==> config.mk <==
export PLATFORM = sky130hd
export DESIGN_NAME = pfp_core
export DESIGN_NICKNAME = d
export VERILOG_FILES = /design/src/rtl/pfp_pkg.sv /design/src/rtl/pfp_core.sv /design/src/rtl/pfp_retry_timer.sv
export SDC_FILE = /design/constraint.sdc
export NUM_CORES = 1
export LEC_CHECK = 0
export ABC_AREA = 1
export CAP_MARGIN = 30
export CORE_ASPECT_RATIO = 2
export CORE_MARGIN = 5
export CORE_UTILIZATION = 45
export CTS_BUF_LIST = sky130_fd_sc_hd__clkbuf_4
export DETAILED_ROUTE_END_ITERATION = 10
export DONT_BUFFER_PORTS = 1
export RECOVER_POWER = 25
export SLEW_MARGIN = 25
export SYNTH_ARGS = -nofsm -noshare
export SYNTH_HDL_FRONTEND = slang
export SYNTH_SLANG_ARGS = --single-unit
==> constraint.sdc <==
create_clock -name core_clk -period 26.6 [get_ports core_clk]
set_input_delay 7.98 -clock core_clk [delete_from_list [all_inputs] [get_ports core_clk]]
set_output_delay 7.98 -clock core_clk [all_outputs]
set_load 0.005 [all_outputs]
==> src/rtl/pfp_pkg.sv <==
// Constants and carrier types for the power fault propagation block.
// Assumes one 100 MHz clock and an APB master for software access.
// Summary of operation
// - Arm overvoltage detection only while output is above pre-bias level.
// - Overvoltage: raise error, turn off, clear its status bit, high off, low on.
// - Overvoltage threshold 110 to 130 percent of setpoint, never below 1.0V.
// - A configuration bit written by software enables propagation in the group.
// - With propagation on, a detected fault pulls the group fault line low.
// - A fault line held low by another member starts our own turn-off.
// - A received fault leads to a regular turn-off.
// - The detecting converter turns off regular or fast by its own fault type.
// - Received error turns off fast (code: regular, err_off is never set in ramp or on); detector turns off fast with low side on.
// - Non-latching: retry start every 130ms, counted from output reaching zero (code: fast turn-offs count from the fault).
// - Regular turn-off waits the programmed delay then ramps down at set slew.
// - Overcurrent active above pre-bias, fast off with low side off, always on.
// - Overtemperature always active, regular off, low side off, always on.
// - Latching: stay off; restart after 130ms only on clear, on-cycle or power cycle (code: needs both a flag write and an on-cycle, or a reset).
// - Tracking check, disableable, faults when ramp error exceeds 250mV.
`default_nettype none
package pfp_pkg;
  localparam int unsigned CLK_HZ       = 100_000_000;
  localparam int unsigned RETRY_MS     = 130;
  localparam int unsigned RETRY_CYCLES = RETRY_MS * (CLK_HZ / 1000);
  // Millivolt and percent figures used by the comparators
  localparam logic [15:0] OV_FLOOR_MV  = 16'd1000;
  localparam logic [15:0] TRACK_MV     = 16'd250;
  localparam logic [7:0]  OV_PCT_MIN   = 8'd110;
  localparam logic [7:0]  OV_PCT_MAX   = 8'd130;
  // Register byte offsets
  localparam logic [7:0] OFS_CTRL   = 8'h00;
  localparam logic [7:0] OFS_PROP   = 8'h04;
  localparam logic [7:0] OFS_OVPCT  = 8'h08;
  localparam logic [7:0] OFS_DELAY  = 8'h0c;
  localparam logic [7:0] OFS_FLAGS  = 8'h10;
  localparam logic [7:0] OFS_IRQ    = 8'h14;
  localparam logic [7:0] OFS_MASK   = 8'h18;
  localparam logic [7:0] OFS_STATE  = 8'h1c;
  // Reset values
  localparam logic [7:0]  OVPCT_RST  = 8'd120;
  localparam logic [15:0] DELAY_RST  = 16'h0000;
  localparam logic [5:0]  FLAGS_RST  = 6'h3f;
  // Flag bit positions (flag reads 0 while tripped)
  localparam int unsigned F_OV = 0;
  localparam int unsigned F_OC = 1;
  localparam int unsigned F_UV = 2;
  localparam int unsigned F_OT = 3;
  localparam int unsigned F_TR = 4;
  localparam int unsigned F_EXT = 5;

  typedef enum logic [2:0] {
    PFP_OFF   = 3'b000,
    PFP_RAMP  = 3'b001,
    PFP_ON    = 3'b010,
    PFP_DELAY = 3'b011,
    PFP_FALL  = 3'b100,
    PFP_WAIT  = 3'b101
  } pfp_state_t;

  // Analog front-end measurements in millivolts
  typedef struct packed {
    logic [15:0] vout_mv;
    logic [15:0] prebias_mv;
    logic [15:0] setpoint_mv;
    logic [15:0] ramp_ref_mv;
    logic        oc_trip;
    logic        ot_trip;
    logic        uv_trip;
    logic        at_zero;
  } pfp_meas_t;

  // Power stage commands
  typedef struct packed {
    logic hs_en;
    logic ls_en;
    logic ramp_up;
    logic ramp_down;
  } pfp_drive_t;
endpackage
`default_nettype wire

==> src/rtl/pfp_core.sv <==
// Fault detection, turn-off sequencing and group line propagation.
// Assumes analog comparators give millivolt samples on core_clk.
//
// Our own choices: the APB slave port and the register offsets.
`default_nettype none
module pfp_core
  import pfp_pkg::*;
#(
  parameter int unsigned RETRY = RETRY_CYCLES
) (
  // Clock and reset
  input  wire logic        core_clk,
  input  wire logic        rst,
  // APB slave
  input  wire logic        psel,
  input  wire logic        penable,
  input  wire logic        pwrite,
  input  wire logic [7:0]  paddr,
  input  wire logic [31:0] pwdata,
  output logic [31:0]      prdata,
  output logic             pready,
  output logic             pslverr,
  // Measurements and on command
  input  wire pfp_meas_t   meas,
  input  wire logic        on_cmd,
  // Group fault line, open drain
  input  wire logic        fault_line_in,
  output logic             fault_line_out,
  output logic             fault_line_oe,
  // Power stage and interrupt
  output var pfp_drive_t   drive,
  output logic             irq
);
  typedef struct packed {
    pfp_state_t  st;
    logic        en;          // Converter enable
    logic        latching;
    logic        track_en;
    logic        prop_en;
    logic [7:0]  ov_pct;
    logic [15:0] delay;
    logic [15:0] dly_cnt;
    logic [5:0]  flags;       // 0 = tripped
    logic [5:0]  irq_st;
    logic [5:0]  mask;
    logic        err_off;     // Current shutdown is an error
    logic        own_fault;   // Fault line pulled by us
    logic        on_prev;
    logic        ls_hold;
    logic        line_s1;
    logic        line_s2;
    logic        retry_ok;
    logic [31:0] prdata;
    logic        pready;
    logic        pslverr;
    pfp_drive_t  drive;
    logic        line_oe;
    logic        irq;
  } pfp_s_t;
  pfp_s_t s_reg, s_next;

  logic        tmr_start;
  logic        tmr_done;
  logic [23:0] ov_prod;
  logic [15:0] ov_thr;
  logic        armed;
  logic        ov_hit;
  logic        oc_hit;
  logic        tr_hit;
  logic [15:0] tr_diff;
  logic        line_low;
  logic [5:0]  ev;
  logic        acc;
  logic        rd_flags;

  // Threshold in millivolts, clamped to the 1.0V floor
  function automatic logic [15:0] ov_threshold(input logic [15:0] sp,
                                               input logic [7:0] pct);
    logic [23:0] p;
    logic [15:0] t;
    p = sp * pct / 24'd100;
    t = p[15:0];
    if (t < OV_FLOOR_MV) t = OV_FLOOR_MV;
    return t;
  endfunction

  // Software percentage limited to its legal window
  function automatic logic [7:0] pct_clamp(input logic [7:0] v);
    logic [7:0] r;
    r = v;
    if (r < OV_PCT_MIN) r = OV_PCT_MIN;
    if (r > OV_PCT_MAX) r = OV_PCT_MAX;
    return r;
  endfunction

  // Detection terms
  always_comb begin
    ov_prod  = '0;
    ov_thr   = ov_threshold(meas.setpoint_mv, s_reg.ov_pct);
    armed    = meas.vout_mv > meas.prebias_mv;
    ov_hit   = armed && (meas.vout_mv > ov_thr);
    oc_hit   = armed && meas.oc_trip;
    tr_diff  = (meas.vout_mv > meas.ramp_ref_mv) ?
               meas.vout_mv - meas.ramp_ref_mv :
               meas.ramp_ref_mv - meas.vout_mv;
    tr_hit   = s_reg.track_en && (s_reg.st == PFP_RAMP) &&
               (tr_diff > TRACK_MV);
    line_low = !s_reg.line_s2 && !s_reg.own_fault;
    ev       = '0;
    ev[F_OV] = ov_hit;
    ev[F_OC] = oc_hit;
    ev[F_UV] = meas.uv_trip && (s_reg.st == PFP_ON);
    ev[F_OT] = meas.ot_trip;
    ev[F_TR] = tr_hit;
    ev[F_EXT] = line_low && s_reg.en;
    acc      = psel && penable && !s_reg.pready;
    rd_flags = acc && !pwrite && (paddr == OFS_IRQ);
  end

  // Next state
  always_comb begin
    s_next = s_reg;
    tmr_start = 1'b0;
    s_next.pready = 1'b0;
    s_next.pslverr = 1'b0;
    s_next.line_s1 = fault_line_in;
    s_next.line_s2 = s_reg.line_s1;
    s_next.on_prev = on_cmd;
    // Interrupt status: read clears, set wins
    s_next.irq_st = (rd_flags ? 6'h00 : s_reg.irq_st) | ev;
    s_next.irq = |(s_next.irq_st & s_reg.mask);
    // APB access, one wait state
    if (acc) begin
      s_next.pready = 1'b1;
      s_next.prdata = '0;
      case (paddr)
        OFS_CTRL: begin
          if (pwrite) begin
            s_next.latching = pwdata[0];
            s_next.track_en = pwdata[1];
          end
          s_next.prdata = {30'h0, s_reg.track_en, s_reg.latching};
        end
        OFS_PROP: begin
          if (pwrite) s_next.prop_en = pwdata[0];
          s_next.prdata = {31'h0, s_reg.prop_en};
        end
        OFS_OVPCT: begin
          if (pwrite) s_next.ov_pct = pct_clamp(pwdata[7:0]);
          s_next.prdata = {24'h0, s_reg.ov_pct};
        end
        OFS_DELAY: begin
          if (pwrite) s_next.delay = pwdata[15:0];
          s_next.prdata = {16'h0, s_reg.delay};
        end
        OFS_FLAGS: begin
          if (pwrite) s_next.flags = s_reg.flags | pwdata[5:0];
          s_next.prdata = {26'h0, s_reg.flags};
        end
        OFS_IRQ: s_next.prdata = {26'h0, s_reg.irq_st};
        OFS_MASK: begin
          if (pwrite) s_next.mask = pwdata[5:0];
          s_next.prdata = {26'h0, s_reg.mask};
        end
        OFS_STATE: s_next.prdata = {29'h0, s_reg.st};
        default: s_next.pslverr = 1'b1;
      endcase
    end
    // Flags drop to 0 on a trip; hardware wins over software
    s_next.flags = s_next.flags & ~ev;
    // Power sequencing
    case (s_reg.st)
      PFP_OFF: begin
        s_next.drive = '0;
        s_next.ls_hold = 1'b0;
        if (on_cmd && !s_reg.on_prev) s_next.retry_ok = 1'b1;
        if (on_cmd && s_reg.retry_ok && (&s_next.flags)
            && !meas.ot_trip) begin
          s_next.st = PFP_RAMP;
          s_next.en = 1'b1;
          // Low side is only held on by an error shutdown
          s_next.drive = '{hs_en: 1'b1, ls_en: 1'b0,
                           ramp_up: 1'b1, ramp_down: 1'b0};
        end
      end
      PFP_RAMP, PFP_ON: begin
        if (s_reg.st == PFP_RAMP && meas.vout_mv >= meas.setpoint_mv) begin
          s_next.st = PFP_ON;
          s_next.drive.ramp_up = 1'b0;
        end
        if (!on_cmd) begin
          s_next.st = PFP_DELAY;
          s_next.dly_cnt = s_reg.delay;
        end
        if (ev[F_OV] || (ev[F_EXT] && s_reg.err_off)) begin
          // Fast off; detector turns its low side on
          s_next.st = PFP_WAIT;
          s_next.drive = '{hs_en: 1'b0, ls_en: ev[F_OV],
                           ramp_up: 1'b0, ramp_down: 1'b0};
          s_next.ls_hold = ev[F_OV];
          s_next.own_fault = ev[F_OV] && s_reg.prop_en;
          s_next.err_off = 1'b1;
          s_next.retry_ok = !s_reg.latching;
          tmr_start = 1'b1;
        end else if (ev[F_OC] || ev[F_TR]) begin
          s_next.st = PFP_WAIT;
          s_next.drive = '0;
          s_next.own_fault = s_reg.prop_en;
          s_next.retry_ok = !s_reg.latching;
          tmr_start = 1'b1;
        end else if (ev[F_OT] || ev[F_UV] || ev[F_EXT]) begin
          s_next.st = PFP_DELAY;
          s_next.dly_cnt = s_reg.delay;
          s_next.own_fault = !ev[F_EXT] && s_reg.prop_en;
          s_next.retry_ok = !s_reg.latching;
        end
      end
      PFP_DELAY: begin
        if (s_reg.dly_cnt == 16'h0) begin
          s_next.st = PFP_FALL;
          s_next.drive.ramp_down = 1'b1;
          s_next.drive.ramp_up = 1'b0;
        end else begin
          s_next.dly_cnt = s_reg.dly_cnt - 16'h1;
        end
      end
      PFP_FALL: begin
        if (meas.at_zero) begin
          s_next.st = PFP_WAIT;
          s_next.drive = '0;
          tmr_start = 1'b1;
        end
      end
      PFP_WAIT: begin
        s_next.en = 1'b0;
        if (tmr_done) begin
          s_next.st = PFP_OFF;
          s_next.own_fault = 1'b0;
          s_next.err_off = 1'b0;
          s_next.drive.ls_en = 1'b0;
          if (!s_reg.latching) s_next.flags = FLAGS_RST;
        end
      end
      default: s_next.st = PFP_OFF;
    endcase
    s_next.line_oe = s_next.own_fault;
  end

  always_ff @(posedge core_clk or posedge rst) begin
    if (rst) begin
      s_reg <= '0;
      s_reg.ov_pct <= OVPCT_RST;
      s_reg.delay <= DELAY_RST;
      s_reg.flags <= FLAGS_RST;
      s_reg.line_s1 <= 1'b1;
      s_reg.line_s2 <= 1'b1;
      s_reg.retry_ok <= 1'b1;
      s_reg.on_prev <= 1'b1;
    end else begin
      s_reg <= s_next;
    end
  end

  pfp_retry_timer #(.CYCLES(RETRY)) u_tmr (
    .core_clk (core_clk),
    .rst      (rst),
    .start    (tmr_start),
    .done     (tmr_done)
  );

  // Outputs straight from the state register, fault_line_out tied low
  assign prdata         = s_reg.prdata;
  assign pready         = s_reg.pready;
  assign pslverr        = s_reg.pslverr;
  assign drive          = s_reg.drive;
  assign irq            = s_reg.irq;
  assign fault_line_oe  = s_reg.line_oe;
  assign fault_line_out = 1'b0;
endmodule // pfp_core
`default_nettype wire

==> src/rtl/pfp_retry_timer.sv <==
// Down counter timing the restart interval after the output reaches zero or after a fast turn-off.
// Assumes load and count come from logic on the same clock.
`default_nettype none
module pfp_retry_timer
  import pfp_pkg::*;
#(
  parameter int unsigned CYCLES = RETRY_CYCLES
) (
  // Clock and reset
  input  wire logic core_clk,
  input  wire logic rst,
  // Control
  input  wire logic start,
  output logic      done
);
  typedef struct packed {
    logic [31:0] cnt;
    logic        done;
  } pfp_tmr_t;
  pfp_tmr_t s_reg, s_next;

  // Count down once started, pulse done at the end
  always_comb begin
    s_next = s_reg;
    s_next.done = 1'b0;
    if (start) begin
      s_next.cnt = CYCLES;
    end else if (s_reg.cnt == 32'h1) begin
      s_next.cnt = 32'h0;
      s_next.done = 1'b1;
    end else if (s_reg.cnt != 32'h0) begin
      s_next.cnt = s_reg.cnt - 32'h1;
    end
  end

  always_ff @(posedge core_clk or posedge rst) begin
    if (rst) begin
      s_reg <= '0;
    end else begin
      s_reg <= s_next;
    end
  end
  assign done = s_reg.done;
endmodule // pfp_retry_timer
`default_nettype wire

# == After elaboration in Yosys (flattened, before gate mapping) ==
# Cells that the tools add are included.
# totals
register_bits,127
input_bits,115
output_inout_bits,41
wordCells,196
# classes
n_addsub,4
n_mul,1
div_mod_pow,1
order_cmp,8
eq_ne,24
n_mux,64
bitwise_logic,5
n_reduce_logical,62
# op_table
op,count
$pmux 16 s8,1
$mux 16,7
$mux 32,3
$gt 16x16->1,3
$mux 6,7
$mux 8,5
$eq 32x1->1 const B,1
$eq 8x5->1 const B,4
$pmux 16 s2,1
$reduce_bool 32->1,1
$sub 16x16->16,2
$sub 32x1->32 const B,1
$reduce_and 3->1,9
$div 24x7->24 const B,1
$mul 16x8->24,1
$mux 3,8
$mux 4,5
$logic_and 1x1->1,19
$eq 8x4->1 const B,2
$ge 16x16->1,1
$gt 16x8->1 const B,1
$logic_not 16->1,1
$lt 16x10->1 const B,1
$mux 1,16
36 further kinds,68

# == Logic depth before layout (Yosys ltp) ==
# logic_depth
word_depth,13
mapped_depth,131
mapped_depth_nobuf,129

# == By module ==
# A second synthesis with hierarchy kept.
# hier_totals
cells_unflattened,2619
area_unflattened_um2,17725.8
# by_module_without_submodules
mod,instances,cells_each,area_per_inst_um2,seq_area_each_um2
pfp_core,1,2276,15382.3,2369.8
pfp_retry_timer,1,343,2343.5,825.8

# == Least setup slack after synthesis ==
# OpenSTA, ideal clock, no wires.
# synth_path
path_kind,in2reg
from,input meas[29] (netlist name)
to,register s_reg[70] (netlist name)
setup_ps,130
t_arrival_ps,20451
required_ps,26470
slack_ps,6018
stages,113
n_path_buf,2
path_cell_list,clkbuf_1 > nand2_1 > fa_1 > inv_1 > fa_1 > fa_1 > inv_1 > fa_1 > inv_1 > ha_1 > nand2_1 > inv_2 > a21oi_2 > nor2_1 > nor2_1 > nand2_1 > nand2_1 > nand2_2 > [... 77 more ...] > o211ai_1 > a21oi_1 > nor2_1 > nor2_1 > o21ai_0 > a211oi_1 > a21oi_1 > nand2_1 > o21ai_0 > inv_1 > nand2_1 > nor2_1 > inv_1 > nand2_1 > clkbuf_1 > o21ai_0 > o211ai_1 > o21ai_0
# synth_between
elab_chain_cells,9
# synth_lines
element,line,rtl
start: declaration,pfp_core.sv:24,"input wire pfp_meas_t meas,"
$mul 16x8->24 *,pfp_core.sv:81,p = sp * pct / 24'd100;
$div 24x7->24 *,pfp_core.sv:81,
$lt 16x10->1,pfp_core.sv:83,if (t < OV_FLOOR_MV) t = OV_FLOOR_MV;
$mux 16 *,pfp_core.sv:83,
$gt 16x16->1 *,pfp_core.sv:101,ov_hit = armed && (meas.vout_mv > ov_thr);
$logic_and 1x1->1 *,pfp_core.sv:101,
$logic_or 1x1->1 *,pfp_core.sv:195,if (ev[F_OV] || (ev[F_EXT] && s_reg.err_off)) begin
$mux 16 *,pfp_core.sv:195,
$pmux 16 s2 *,pfp_core.sv:172,case (s_reg.st)
end signal: assignment,pfp_core.sv:260,s_reg <= s_next;
end: declaration,pfp_core.sv:60,"pfp_s_t s_reg, s_next;"
# Every way passes the cells marked *; elsewhere a longest branch is shown, timed or not.
# A chain may end at the register's enable or synchronous reset.

# == Final worst setup path ==
# layout_path
from,input meas[27] (netlist name)
to,register s_reg[79] (netlist name)
# The elaborated chain is that of the path after synthesis.

==> flow_metrics.py <==
metrics = {
    "timing": {
        "fin_crit_ps": 22350,
        "slew_violations": 54,
        "setup_viol": 0,
        "fin_ws_ps": 4250,
        "hold_viol": 0,
        "setup-tns-final_ps": 0,
        "max_freq_ghz": 0.0448,
        "fin_crit_sh_pct": 84.0,
        "worst_pin_slew_ps": 2920,
        "finClkSkew_ps": 22.0,
        "maxSlewHeadroom_pct": -94.7,
        "rsz0062_at_grt": "no",
    },
    "grt": {
        "overflow": 0,
        "grt_antenna_before_repair": 3,
        "grt_max_degree": 71,
        "grt.total_usage_pct": 23.6,
        "grt_pass1_wl_mm": 78.8,
        "grt_pass1_vias": 15715,
    },
    "worst_setup_path": {
        "cp_top_family": "simple AND/OR/NAND/NOR gates",
        "path_max_fanout": 15,
        "required_ps": 27080,
        "end_kind": "flop",
        "reg2reg_depth": 110,
        "crit_slowest_cell": "fa_1",
        "crit_end": "s_reg[79]",
        "crit_path_start": "meas[27]",
        "critical_path_buf_inv_count": 13,
        "path_common_cell": "nand2_2",
        "worst_setup_path_start_kind": "primary input",
        "path_depth": 109,
        "r2r-start": "s_reg[104]",
        "slowest_delay_ps": 550,
        "reg2reg_to": "s_reg[79]",
        "arrival_ps": 22820,
        "rrSetupSlack_ps": 10760,
        "critPathKind": "in2reg",
    },
    "clock_network": {
        "clkLatencyLatePin_ps": 580,
        "clk_pin_slew_worst_paths_ps": 130,
        "clk_path_buf_depth": 2,
        "cts.sinks": 127,
        "tritoncts": "yes",
        "cts_resized": 0,
        "postCtsHoldBufs": 0,
        "cts-root-buf": "clkbuf_4",
        "cts_made_buffers": 17,
        "post_cts_buffers": 0,
        "h-tree-depth": 4,
    },
    "logic_synthesis": {
        "ys_seq_elements": 127,
        "synth_top_area_cell": "dfrtp_1",
        "synth_edf_count": 0,
        "synth_area_sq_um": 16800,
        "synth_top_flop_cell": "dfrtp_1",
        "postSynth.asyncResetShare_pct": 100,
        "synthTopCellsByArea": "dfrtp_1 17%, nand2_1 12%, inv_1 11%, fa_1 10%, ha_1 9.4%",
        "synth_warnings": 0,
        "netlist_instances": 2437,
        "synth_top_area_share_pct": 16.8,
        "avgSynthCellArea_sq_um": 6.90,
        "synth.distinct_cells": 64,
        "ys_seq_area_share_pct": 19.0,
    },
    "worst_hold_path": {
        "worstHoldPathType": "reg2reg",
    },
    "die": {
        "start_util_pct": 45.2,
        "die_width_microns": 147,
        "coreArea_sq_um": 37200,
        "std_cell_rows": 100,
        "chipHeight_microns": 283,
        "dieArea_sq_um": 41600,
        "io_pins": 156,
    },
    "layout": {
        "mostFrequentLayoutCell": "nand2_1",
        "finalNonFillerCells": 2860,
        "finish.utilization_pct": 46.6,
        "largest_reg_flops": 69,
        "filler_cell_count": 3865,
        "layout-drive-gt1-share_pct": 10.1,
        "area_delta_synth_final_pct": 3.08,
        "layout_common_cells": "523 x nand2_1, 484 x inv_1, 170 x nor2_1",
        "layout.nets": 2712,
    },
    "flow_run": {
        "maxCapViolCount": 1,
    },
    "drt": {
        "routed-via-count": 15387,
        "antenna_left": 0,
        "wl_per_cell_microns": 17.1,
        "vias_per_cell": 5.38,
        "drt_iter0_drc": 804,
        "drc": 0,
        "drtPass1Iterations": 6,
        "wl_mm": 48.9,
    },
    "place": {
        "dpl_worst_slack_ps": 3200,
        "gp_congestion": 0.996,
        "dp_hpwl_mm": 40.5,
        "io_buffers": 0,
        "dp_cells": 2820,
    },
    "outcome": {
        "violations": "capacitance limit, slew limit",
        "status": "finished with violations",
    },
}
-- cells by family after synthesis --
logic type	share of synthesized area, %
AOI/OAI and AO/OA	12.5
other	0.0223
buffers and inverters	14.4
adders and majority gates	19.6
muxes	0.439
and+or+nand+nor	30.5
DFF	19.0
xor gates and xnor gates	3.64
-- cell type report --
| class | count | area (sq um) | area share, % |
|---|---|---|---|
| sequential | 127 | 3200 | 18.4 |
| clock inverter | 15 | 171 | 0.989 |
| timing repair buffer | 8 | 60.1 | 0.347 |
| tap | 459 | 574 | 3.31 |
| clock buffer | 17 | 128 | 0.736 |
| antenna | 3 | 7.51 | 0.0433 |
| multi-input combinational | 1720 | 11300 | 65.1 |
| inverter | 511 | 1920 | 11.1 |
-- metal layers --
layer	part of all wire (%)	GRT usage (%)	vias to the layer above	wire length, microns
met5	0	0	-	0
met4	8.3	17.0	0	4060
met3	4.8	3.60	168	2360
met2	55	45.7	411	26800
met1	32	21.6	7244	15700
li1	-	-	7564	-
-- through the flow --
step / hold WS (ps) / cell area (sq um)
3_3_place_gp: 353 / 17000
5_1_grt: 375 / 17300
2_1_floorplan: 345 / 16900
4_1_cts: 370 / 17300
6_report: 366 / 17300
3_5_place_dp: 351 / 17000
-- synthesized netlist by cell type, types with 3 or more instances --
master,n
fa_1,86
xnor2_1,20
ha_1,126
clkbuf_1,54
dfstp_2,14
nand3_2,9
a211oi_1,7
inv_2,25
o21ai_0,123
nand4_2,9
mux2i_1,4
nand3b_1,3
and2_1,4
inv_1,485
a21o_1,5
buf_4,37
o22ai_1,6
nand2_2,72
o31ai_1,14
buf_1,4
nor2_4,11
nor4_1,21
mux2_2,3
nor2_2,9
nand3_1,113
o21bai_1,6
a221oi_1,8
a31oi_1,13
a22oi_1,4
xor2_1,48
nand2_4,36
a2111oi_0,3
o221ai_1,9
nor2_1,170
o211ai_1,17
a21oi_1,84
o41ai_1,3
nand2_1,523
nand4_1,36
dfrtp_1,113
a21boi_0,5
o21ai_1,18
o21a_1,9
nor3_1,43
-- worst min-delay path by stage --
stage / from / endpoint / slack, ps / depth (start not counted)
floorplan: s_next[41] / s_reg[41] / 350 / 0
global placement: s_next[41] / s_reg[41] / 350 / 0
detailed placement: s_next[41] / s_reg[41] / 350 / 0
CTS: s_next[41] / s_reg[41] / 370 / 0
global route: s_next[41] / s_reg[41] / 370 / 0
finish: s_next[41] / s_reg[41] / 370 / 0
Power is left out: the tool's default activity adds up to more than one toggle a clock period on the data nets, which glitch-free logic cannot reach.
